--- src/fe_tx_regs.svh ---
// Constants of the fast Ethernet transmit coding path: code-groups,
// scrambler layout, symbol framing and settle timing.
// Assumes inclusion by bare name; holds definitions only.
`ifndef FE_TX_REGS_SVH
`define FE_TX_REGS_SVH

// Data code-groups, nibble 0 to F
`define CG_D0 5'h1E
`define CG_D1 5'h09
`define CG_D2 5'h14
`define CG_D3 5'h15
`define CG_D4 5'h0A
`define CG_D5 5'h0B
`define CG_D6 5'h0E
`define CG_D7 5'h0F
`define CG_D8 5'h12
`define CG_D9 5'h13
`define CG_DA 5'h16
`define CG_DB 5'h17
`define CG_DC 5'h1A
`define CG_DD 5'h1B
`define CG_DE 5'h1C
`define CG_DF 5'h1D

// Control code-groups
`define CG_HALT 5'h04
`define CG_IDLE 5'h1F
`define CG_SSD_J 5'h18
`define CG_SSD_K 5'h11
`define CG_ESD_T 5'h0D
`define CG_ESD_R 5'h07

// Invalid code-groups
`define CG_V0 5'h00
`define CG_V1 5'h01
`define CG_V2 5'h02
`define CG_V3 5'h03
`define CG_V5 5'h05
`define CG_V6 5'h06
`define CG_V8 5'h08
`define CG_VC 5'h0C

// Nibbles shown by the decoder for control and bad groups
`define NIB_PREAMBLE 4'h5
`define NIB_ZERO 4'h0
`define NIB_BAD 4'hE

// Symbol framing: five line bits, most significant first
`define SYM_BITS 5
`define SYM_LAST 3'h4

// Scrambler x^11 + x^9 + 1
`define SCR_WIDTH 11
`define SCR_TAP_HI 10
`define SCR_TAP_LO 8

// MLT-3 phases
`define MLT_ZERO_A 2'h0
`define MLT_PLUS 2'h1
`define MLT_ZERO_B 2'h2
`define MLT_MINUS 2'h3

// Strap settle time after reset, and the clock period
`define CLK_PERIOD_NS 10
`define STRAP_SETTLE_NS 30
`define STRAP_SETTLE_CYC ((`STRAP_SETTLE_NS + `CLK_PERIOD_NS - 1) / `CLK_PERIOD_NS)
// Pin synchroniser latency: three stages plus the agreement register
`define PIN_SYNC_CYC 4

// FIFO depth in nibbles
`define TX_FIFO_DEPTH 8

`endif

--- src/fe_tx_pkg.sv ---
// Types of the fast Ethernet transmit coding path.
// Assumes fe_tx_regs.svh for the numeric constants.
package fe_tx_pkg;

  // One MII nibble as it travels through the FIFO
  typedef struct packed {
    logic en;
    logic er;
    logic [3:0] data;
  } tx_entry_t;

  // One decoded receive code-group
  typedef struct packed {
    logic valid;
    logic er;
    logic [3:0] nibble;
  } rx_decode_t;

  // Transmit framing states, one-hot
  typedef enum logic [3:0] {
    ST_IDLE = 4'b0001,
    ST_SSD_K = 4'b0010,
    ST_DATA = 4'b0100,
    ST_ESD_R = 4'b1000
  } tx_state_t;

endpackage

--- src/tx_nibble_fifo.sv ---
// Nibble FIFO with a registered output stage, valid/ready on both sides.
// Assumes one clock; holds DEPTH entries in store plus one at the output.
`timescale 1ns/10ps
`default_nettype none

module tx_nibble_fifo #(
  parameter int WIDTH = 6,
  parameter int DEPTH = 8
) (
  input wire logic clk,
  input wire logic rst_n,
  input wire logic in_valid,
  output logic in_ready,
  input wire logic [WIDTH-1:0] in_data,
  output logic out_valid,
  input wire logic out_ready,
  output logic [WIDTH-1:0] out_data
);

  localparam int AW = (DEPTH > 1) ? $clog2(DEPTH) : 1;

  logic [WIDTH-1:0] mem_q [DEPTH];
  logic [AW-1:0] wr_ptr_q;
  logic [AW-1:0] rd_ptr_q;
  logic [AW:0] count_q;
  logic push;
  logic pull;

  // Store fills only while room remains; the output stage pulls from store
  assign in_ready = (count_q != (AW+1)'(DEPTH));
  assign push = in_valid & in_ready;
  assign pull = (count_q != '0) & (~out_valid | out_ready);

  // Storage write, no reset needed on data
  always_ff @(posedge clk) begin
    if (push) begin
      mem_q[wr_ptr_q] <= in_data;
    end
  end

  // Pointers and fill count
  always_ff @(posedge clk or negedge rst_n) begin
    if (!rst_n) begin
      wr_ptr_q <= '0;
      rd_ptr_q <= '0;
      count_q <= '0;
    end else begin
      if (push) begin
        wr_ptr_q <= (wr_ptr_q == AW'(DEPTH-1)) ? '0 : wr_ptr_q + 1'b1;
      end
      if (pull) begin
        rd_ptr_q <= (rd_ptr_q == AW'(DEPTH-1)) ? '0 : rd_ptr_q + 1'b1;
      end
      count_q <= count_q + (AW+1)'(push) - (AW+1)'(pull);
    end
  end

  // Registered head, so the consumer sees data from a flip-flop
  always_ff @(posedge clk or negedge rst_n) begin
    if (!rst_n) begin
      out_valid <= 1'b0;
      out_data <= '0;
    end else if (pull) begin
      out_valid <= 1'b1;
      out_data <= mem_q[rd_ptr_q];
    end else if (out_ready) begin
      out_valid <= 1'b0;
    end
  end

endmodule // tx_nibble_fifo

`default_nettype wire

--- src/code_group_decoder.sv ---
// Receive 5B code-group classifier with a registered answer.
// Assumes aligned code-groups and a data-field flag from the receive path.
`timescale 1ns/10ps
`default_nettype none
`include "fe_tx_regs.svh"

module code_group_decoder (
  input wire logic clk,
  input wire logic rst_n,
  input wire logic [4:0] code,
  input wire logic code_valid,
  input wire logic in_data,
  output fe_tx_pkg::rx_decode_t result
);
  import fe_tx_pkg::*;

  rx_decode_t res_d;

  // Lookup of one code-group
  always_comb begin
    res_d = '{valid: code_valid, er: 1'b0, nibble: `NIB_ZERO};
    case (code)
      `CG_D0: res_d.nibble = 4'h0;
      `CG_D1: res_d.nibble = 4'h1;
      `CG_D2: res_d.nibble = 4'h2;
      `CG_D3: res_d.nibble = 4'h3;
      `CG_D4: res_d.nibble = 4'h4;
      `CG_D5: res_d.nibble = 4'h5;
      `CG_D6: res_d.nibble = 4'h6;
      `CG_D7: res_d.nibble = 4'h7;
      `CG_D8: res_d.nibble = 4'h8;
      `CG_D9: res_d.nibble = 4'h9;
      `CG_DA: res_d.nibble = 4'hA;
      `CG_DB: res_d.nibble = 4'hB;
      `CG_DC: res_d.nibble = 4'hC;
      `CG_DD: res_d.nibble = 4'hD;
      `CG_DE: res_d.nibble = 4'hE;
      `CG_DF: res_d.nibble = 4'hF;
      `CG_SSD_J, `CG_SSD_K: begin
        res_d.nibble = in_data ? `NIB_BAD : `NIB_PREAMBLE;
        res_d.er = in_data;
      end
      `CG_IDLE, `CG_ESD_T, `CG_ESD_R: begin
        res_d.nibble = in_data ? `NIB_BAD : `NIB_ZERO;
        res_d.er = in_data;
      end
      `CG_HALT: begin
        res_d.nibble = `NIB_BAD;
        res_d.er = 1'b1;
      end
      `CG_V0, `CG_V1, `CG_V2, `CG_V3, `CG_V5, `CG_V6, `CG_V8, `CG_VC: begin
        res_d.nibble = `NIB_BAD;
        res_d.er = 1'b1;
      end
      default: begin
        res_d.nibble = `NIB_BAD;
        res_d.er = 1'b1;
      end
    endcase
    if (!code_valid) begin
      res_d.er = 1'b0;
      res_d.nibble = `NIB_ZERO;
    end
  end

  // Answer held in a register, one cycle after the code
  always_ff @(posedge clk or negedge rst_n) begin
    if (!rst_n) begin
      result <= '0;
    end else begin
      result <= res_d;
    end
  end

endmodule // code_group_decoder

`default_nettype wire

--- src/fe_tx_line_encoder.sv ---
// Fast Ethernet transmit coding path: MII nibbles to two MLT-3 drive phases.
// Assumes the MAC logic runs on MCLK; straps and bypass pins are asynchronous.
// One line bit leaves per MCLK edge, so MCLK is the code-bit clock.
`timescale 1ns/10ps
`default_nettype none
`include "fe_tx_regs.svh"

module fe_tx_line_encoder #(
  parameter int FIFO_DEPTH = `TX_FIFO_DEPTH
) (
  input wire logic MCLK,
  input wire logic RSTN,
  input wire logic [3:0] TXD,
  input wire logic TX_EN,
  input wire logic TX_ER,
  input wire logic TX_VALID,
  output logic TX_READY,
  input wire logic [4:0] PHY_ADDRESS_STRAPS,
  input wire logic BYPASS_ENCODER,
  input wire logic BYPASS_SCRAMBLER,
  input wire logic BYPASS_NRZI,
  output logic TX_DRIVE_POS,
  output logic TX_DRIVE_NEG,
  output logic TX_ACTIVE,
  output logic [4:0] TX_CODE_GROUP,
  input wire logic [4:0] RX_CODE,
  input wire logic RX_CODE_VALID,
  input wire logic RX_IN_DATA,
  output logic [3:0] RX_NIBBLE,
  output logic RX_NIBBLE_VALID,
  output logic RX_ER
);
  import fe_tx_pkg::*;

  localparam int PIN_W = 8;
  localparam int SETTLE_W = 4;
  // Seed waits out the synchroniser too, otherwise it would read the reset zeros
  localparam logic [SETTLE_W-1:0] SETTLE_CYC = SETTLE_W'(`STRAP_SETTLE_CYC + `PIN_SYNC_CYC);

  // Pin bundle: straps in the low five bits, bypass selects above
  logic [PIN_W-1:0] pin_raw;
  logic [PIN_W-1:0] pin_s1_q;
  logic [PIN_W-1:0] pin_s2_q;
  logic [PIN_W-1:0] pin_s3_q;
  logic [PIN_W-1:0] pin_q;
  logic [4:0] straps;
  logic byp_enc;
  logic byp_scr;
  logic byp_nrzi;

  assign pin_raw = {BYPASS_NRZI, BYPASS_SCRAMBLER, BYPASS_ENCODER, PHY_ADDRESS_STRAPS};
  assign straps = pin_q[4:0];
  assign byp_enc = pin_q[5];
  assign byp_scr = pin_q[6];
  assign byp_nrzi = pin_q[7];

  // Three-stage synchroniser per pin; a change is taken once stages two and three agree
  for (genvar i = 0; i < PIN_W; i++) begin : g_pin_sync
    always_ff @(posedge MCLK or negedge RSTN) begin
      if (!RSTN) begin
        pin_s1_q[i] <= 1'b0;
        pin_s2_q[i] <= 1'b0;
        pin_s3_q[i] <= 1'b0;
        pin_q[i] <= 1'b0;
      end else begin
        pin_s1_q[i] <= pin_raw[i];
        pin_s2_q[i] <= pin_s1_q[i];
        pin_s3_q[i] <= pin_s2_q[i];
        if (pin_s2_q[i] == pin_s3_q[i]) begin
          pin_q[i] <= pin_s3_q[i];
        end
      end
    end
  end

  // Write side of the FIFO
  tx_entry_t wr_entry;
  tx_entry_t head;
  logic [$bits(tx_entry_t)-1:0] head_raw;
  logic wr_valid;
  logic wr_ready;
  logic head_valid;
  logic pop;
  logic en_seen_q;

  // frame held by TX_EN: only frame nibbles and one closing marker enter the FIFO
  assign wr_valid = TX_VALID & (TX_EN | en_seen_q);
  assign wr_entry = '{en: TX_EN, er: TX_ER & TX_EN, data: TXD};
  assign TX_READY = wr_ready;
  assign head = tx_entry_t'(head_raw);

  // Remembers an open frame so the falling TX_EN leaves one marker entry
  always_ff @(posedge MCLK or negedge RSTN) begin
    if (!RSTN) begin
      en_seen_q <= 1'b0;
    end else if (wr_valid & wr_ready) begin
      en_seen_q <= TX_EN;
    end
  end

  // Nibble buffer; a full buffer stalls the MAC through TX_READY
  tx_nibble_fifo #(
    .WIDTH($bits(tx_entry_t)),
    .DEPTH(FIFO_DEPTH)
  ) u_fifo (
    .clk(MCLK),
    .rst_n(RSTN),
    .in_valid(wr_valid),
    .in_ready(wr_ready),
    .in_data(wr_entry),
    .out_valid(head_valid),
    .out_ready(pop),
    .out_data(head_raw)
  );

  function automatic logic [4:0] enc_4b5b(input logic [3:0] nib);
    logic [4:0] cg;
    case (nib)
      4'h0: cg = `CG_D0;
      4'h1: cg = `CG_D1;
      4'h2: cg = `CG_D2;
      4'h3: cg = `CG_D3;
      4'h4: cg = `CG_D4;
      4'h5: cg = `CG_D5;
      4'h6: cg = `CG_D6;
      4'h7: cg = `CG_D7;
      4'h8: cg = `CG_D8;
      4'h9: cg = `CG_D9;
      4'hA: cg = `CG_DA;
      4'hB: cg = `CG_DB;
      4'hC: cg = `CG_DC;
      4'hD: cg = `CG_DD;
      4'hE: cg = `CG_DE;
      default: cg = `CG_DF;
    endcase
    return cg;
  endfunction

  // Seed capture after reset release, once straps have passed the synchroniser
  logic [SETTLE_W-1:0] settle_q;
  logic seeded_q;
  logic seed_load;

  assign seed_load = ~seeded_q & (settle_q == SETTLE_CYC);

  always_ff @(posedge MCLK or negedge RSTN) begin
    if (!RSTN) begin
      settle_q <= '0;
      seeded_q <= 1'b0;
    end else if (!seeded_q) begin
      settle_q <= settle_q + 1'b1;
      seeded_q <= seed_load;
    end
  end

  // Symbol timing: a new code-group is chosen on the last bit of the current one
  logic [2:0] bit_cnt_q;
  logic sym_tick;

  assign sym_tick = (bit_cnt_q == `SYM_LAST);

  always_ff @(posedge MCLK or negedge RSTN) begin
    if (!RSTN) begin
      bit_cnt_q <= '0;
    end else begin
      bit_cnt_q <= sym_tick ? 3'h0 : bit_cnt_q + 1'b1;
    end
  end

  // Framing state machine
  tx_state_t state_q;
  tx_state_t state_d;
  logic [4:0] sym_d;
  logic [4:0] data_sym;

  // encoder bypass sends TX_ER and the raw nibble as five bits
  assign data_sym = byp_enc ? {head.er, head.data} :
                    head.er ? `CG_HALT : enc_4b5b(head.data);

  always_comb begin
    state_d = state_q;
    sym_d = `CG_IDLE;
    pop = 1'b0;
    if (sym_tick & seeded_q) begin
      case (state_q)
        ST_IDLE: begin
          if (head_valid & head.en) begin
            sym_d = `CG_SSD_J;
            pop = 1'b1;
            state_d = ST_SSD_K;
          end else begin
            sym_d = `CG_IDLE;
            pop = head_valid;
          end
        end
        ST_SSD_K: begin
          sym_d = `CG_SSD_K;
          pop = head_valid & head.en;
          state_d = ST_DATA;
        end
        ST_DATA: begin
          if (!head_valid) begin
            // underrun is signalled with the halt group
            sym_d = `CG_HALT;
          end else if (head.en) begin
            sym_d = data_sym;
            pop = 1'b1;
          end else begin
            // end of frame begins with T
            sym_d = `CG_ESD_T;
            pop = 1'b1;
            state_d = ST_ESD_R;
          end
        end
        ST_ESD_R: begin
          sym_d = `CG_ESD_R;
          state_d = ST_IDLE;
        end
        default: begin
          sym_d = `CG_IDLE;
          state_d = ST_IDLE;
        end
      endcase
    end
  end

  // State register
  always_ff @(posedge MCLK or negedge RSTN) begin
    if (!RSTN) begin
      state_q <= ST_IDLE;
    end else begin
      state_q <= state_d;
    end
  end

  // serialiser: five bits per group, most significant first
  logic [4:0] shift_q;
  logic nrz_bit;

  assign nrz_bit = shift_q[4];

  always_ff @(posedge MCLK or negedge RSTN) begin
    if (!RSTN) begin
      shift_q <= `CG_IDLE;
      TX_CODE_GROUP <= `CG_IDLE;
      TX_ACTIVE <= 1'b0;
    end else if (sym_tick) begin
      shift_q <= sym_d;
      TX_CODE_GROUP <= sym_d;
      TX_ACTIVE <= (sym_d != `CG_IDLE);
    end else begin
      shift_q <= {shift_q[3:0], 1'b0};
    end
  end

  // Scrambler; an all-ones top bit keeps the seed off the locked all-zero state
  logic [`SCR_WIDTH-1:0] lfsr_q;
  logic key_bit;
  logic scr_q;

  // taps of x^11 + x^9 + 1
  assign key_bit = lfsr_q[`SCR_TAP_HI] ^ lfsr_q[`SCR_TAP_LO];

  // seed from straps, then one step per line bit
  always_ff @(posedge MCLK or negedge RSTN) begin
    if (!RSTN) begin
      lfsr_q <= {`SCR_WIDTH{1'b1}};
    end else if (seed_load) begin
      lfsr_q <= {1'b1, straps, ~straps};
    end else begin
      lfsr_q <= {lfsr_q[`SCR_WIDTH-2:0], key_bit};
    end
  end

  // key XORed onto the serial stream, scrambler bypass
  always_ff @(posedge MCLK or negedge RSTN) begin
    if (!RSTN) begin
      scr_q <= 1'b0;
    end else begin
      scr_q <= byp_scr ? nrz_bit : (nrz_bit ^ key_bit);
    end
  end

  // NRZI: a one toggles the level; bypass takes the stream as NRZI already
  logic nrzi_q;
  logic nrzi_prev_q;

  always_ff @(posedge MCLK or negedge RSTN) begin
    if (!RSTN) begin
      nrzi_q <= 1'b0;
      nrzi_prev_q <= 1'b0;
    end else begin
      nrzi_q <= byp_nrzi ? scr_q : (nrzi_q ^ scr_q);
      nrzi_prev_q <= nrzi_q;
    end
  end

  // MLT-3 phase walks zero, plus, zero, minus on each NRZI transition
  logic [1:0] phase_q;
  logic [1:0] phase_d;

  assign phase_d = (nrzi_q ^ nrzi_prev_q) ? phase_q + 2'h1 : phase_q;

  // ones alternate between the two drive streams
  // no stage bypasses this split, so the line is always three-level
  always_ff @(posedge MCLK or negedge RSTN) begin
    if (!RSTN) begin
      phase_q <= `MLT_ZERO_A;
      TX_DRIVE_POS <= 1'b0;
      TX_DRIVE_NEG <= 1'b0;
    end else begin
      phase_q <= phase_d;
      TX_DRIVE_POS <= (phase_d == `MLT_PLUS);
      TX_DRIVE_NEG <= (phase_d == `MLT_MINUS);
    end
  end

  // Receive code-group classifier
  rx_decode_t rx_res;

  // control groups in data raise RX_ER, invalid groups likewise
  code_group_decoder u_decoder (
    .clk(MCLK),
    .rst_n(RSTN),
    .code(RX_CODE),
    .code_valid(RX_CODE_VALID),
    .in_data(RX_IN_DATA),
    .result(rx_res)
  );

  assign RX_NIBBLE = rx_res.nibble;
  assign RX_NIBBLE_VALID = rx_res.valid;
  assign RX_ER = rx_res.er;

endmodule // fe_tx_line_encoder

`default_nettype wire

--- config.mk ---
export PLATFORM = sky130hd
export DESIGN_NAME = fe_tx_line_encoder
export DESIGN_NICKNAME = d
export VERILOG_FILES = /design/src/fe_tx_pkg.sv /design/src/tx_nibble_fifo.sv /design/src/code_group_decoder.sv /design/src/fe_tx_line_encoder.sv
export VERILOG_INCLUDE_DIRS = /design/src
export SDC_FILE = /design/constraint.sdc
export NUM_CORES = 1
export LEC_CHECK = 0
export ABC_AREA = 0
export CELL_PAD_IN_SITES_DETAIL_PLACEMENT = 0
export CELL_PAD_IN_SITES_GLOBAL_PLACEMENT = 1
export CORE_MARGIN = 1.5
export CORE_UTILIZATION = 55
export DETAILED_ROUTE_END_ITERATION = 16
export DONT_BUFFER_PORTS = 1
export GPL_ROUTABILITY_DRIVEN = 0
export PLACE_DENSITY = 0.89
export SYNTH_ARGS = -nofsm -noshare
export SYNTH_HDL_FRONTEND = slang
export SYNTH_SLANG_ARGS = --single-unit
export TNS_END_PERCENT = 30
--- constraint.sdc ---
create_clock -name MCLK -period 4.91 [get_ports MCLK]
set_input_delay 0.982 -clock MCLK [delete_from_list [all_inputs] [get_ports MCLK]]
set_output_delay 0.982 -clock MCLK [all_outputs]
set_load 0.05 [all_outputs]
==> metrics.cfg <==
[global_routing]
antenna_found_initial=0
grt_pass1_wl_um=16170
grt_usage=0.1880
grt_max_degree=98
first_global_vias=3292
grt_overflow=0

[synthesis]
yosys_warnings=0
yosys_register_bits=145
syn_inst=424
ys_seq_area_frac=0.6489
synthesis.area_sq_um=6005
synthFlopType=dfrtp_1
async_flop_share=0.6690
synth_top_area_share=0.3126
synth_edf_count=48
synth_top_area_cell=dfrtp_1
post_synth_num_cell_types=58
syn-num-nets=462
syn_area_per_cell_sq_um=14.16
synth_area_leaders=dfrtp_1, edfxtp_1, dfstp_2

[route]
drtIter0Drc=161
wl_um=9547
routedWlPerCell_um=16.63
vias=3206
drt-pass1-iter-count=5
ant_nets=0
drc=0
vias_per_cell=5.585

[setup_path]
cp-start-kind=register
cp.arrival_ns=2.98
cpMaxStageDelayCell=nor3_1
worstPathMaxFanout=6
cpPeakStageDelay_ns=0.71
path_cells=inv_1, ha_1, or3b_2, nand2_1, or2_2, inv_1, nand2_1, nor3_1
crit_path_end_kind=register
path_class=register to register
cp.required_ns=5.06

[sta]
clock_skew_ns=0.009458
setup_tns_ns=0
rsz0062_at_grt=no
relSlewSlack=0.3722
setup_viol=0
fin_crit_ns=2.833
finalHoldViolations=0
worst_pin_slew_ns=0.9345
fin_ws_ns=2.077
slew_viol_final=0
fmax_mhz=353.0
post-route-period-util=0.5770

[power_and_ir_drop]
p_leak_uw=0.002667
cellPowerDensity_nw_per_um2=618.4
vdd_ir_drop_max_uv=358.6

[clock_tree]
post_cts_resized=0
cts.sinks=145
clkLatencyLatePin_ns=0.53
clk_pin_slew_ns=0.06
cts_post_setup_buffers_inserted=0
cts-htree-levels=4
cts_hold_buf=0
tritoncts=done
cts_buffers=17
clk_path_buf_depth=2
root_buffer=clkbuf_8

[layout]
layout-drive-gt1-share=0.1895
fin_nets=463
layout.cells.most_common=dfrtp_1
fillers=758
ff_latch_area_sq_um=3896
n_antenna_cell=0
area_delta_synth_final_pct=10.40
multiInputGateArea_sq_um=1949
stdcell_count=574
final_cell_mix=dfrtp_1, edfxtp_1, nand2_1

[die]
die-width_um=107.5
start_util=0.5739
ioPinCount=39
core-area_sq_um=10460
placementRows=37
die_h_um=107.5
die-area_sq_um=11550

[placement]
place.detailed.hpwl_um=6359
port_buffers=0
post-place-cells=542
dp_slack_ns=2.104

[run]
drv_cap=0

[run_status]
status=finished, final reports clean

[min_path]
holdCritPathClass=input pin to async pin

## where the power goes
group          total, uW  switching [uW]  internal, uW  leakage, uW
Combinational       1010             464           549     0.000849
Clock               1170             444           727     0.000260
Sequential          1910             344          1570      0.00156
## critical path, delay by kind of cell (launching register included)
kind	cells	cell delay, ns
DFF	1	0.32
buffers and inverters	2	0.21
and+or+nand+nor	5	1.74
adders and majority gates	1	0.19
## synth_stat cells (10+ instances only)
library cell / number
nor2_1: 25
dfstp_2: 22
a21oi_1: 11
mux2_2: 20
o21ai_0: 19
inv_1: 17
clkbuf_1: 10
nand2_1: 29
ha_1: 13
dfrtp_1: 75
nand2b_1: 13
edfxtp_1: 48
## logic make-up after synthesis
family	synth area share
flops	0.6489
simple gates	0.08752
compound gates	0.07773
mux	0.09502
buf+inv	0.02646
fa+ha+maj	0.04543
xor+xnor	0.01896
## per-layer routing
metal | vias to the layer above | global-route usage | routed length [um]
li1 | 1534 | - | -
met1 | 1596 | 0.2485 | 4373
met2 | 66 | 0.2866 | 4664
met3 | 10 | 0.06477 | 401
met4 | 0 | 0.07613 | 108
met5 | - | 0 | 0
## metrics by stage
| step | util | hold WS (ns) | power, uW | area [sq um] |
|---|---|---|---|---|
| 3_3_place_gp | 0.5811 | 0.3327 | 2883 | 6080 |
| 4_1_cts | 0.6336 | 0.1228 | 4141 | 6629 |
| 6_report | 0.6336 | 0.1546 | 4099 | 6629 |
| 3_5_place_dp | 0.5811 | 0.3347 | 2948 | 6080 |
| 2_1_floorplan | - | 0.3312 | 2750 | 6005 |
| 5_1_grt | 0.6336 | 0.1191 | 4350 | 6629 |
## flip-flops by register name, indices dropped and copies added (netlist names), 6 cells and up
name and count:
lfsr_q 11, pin_s1_q 8, pin_s2_q 8, pin_s3_q 8, u_decoder.result 6, u_fifo.mem_q 48, u_fifo.out_data 6
## worst paths after layout
kind / from / end / slack (ns) / depth (start not counted)
setup / recovery: u_fifo.count_q[2] / u_fifo.mem_q[1][0] / 2.08 / 8
hold / removal: RSTN / TX_ACTIVE / 0.15 / 0
setup reg to reg: u_fifo.count_q[2] / u_fifo.mem_q[1][0] / 2.08 / 8
hold reg to reg: pin_s1_q[2] / pin_s2_q[2] / 0.35 / 0
max in group asynchronous: RSTN / lfsr_q[2] / 4.54 / 0
min in group MCLK: pin_s1_q[2] / pin_s2_q[2] / 0.35 / 0
## area by class of cell
cell class / instances / share of cell area
clock inverter: 4 / 0.008116
clock buffer: 28 / 0.07475
tap: 136 / 0.02567
multi-input combinational: 244 / 0.2941
inverter: 17 / 0.009626
sequential: 145 / 0.5878
No activity file was read; power rests on OpenSTA's default activity.
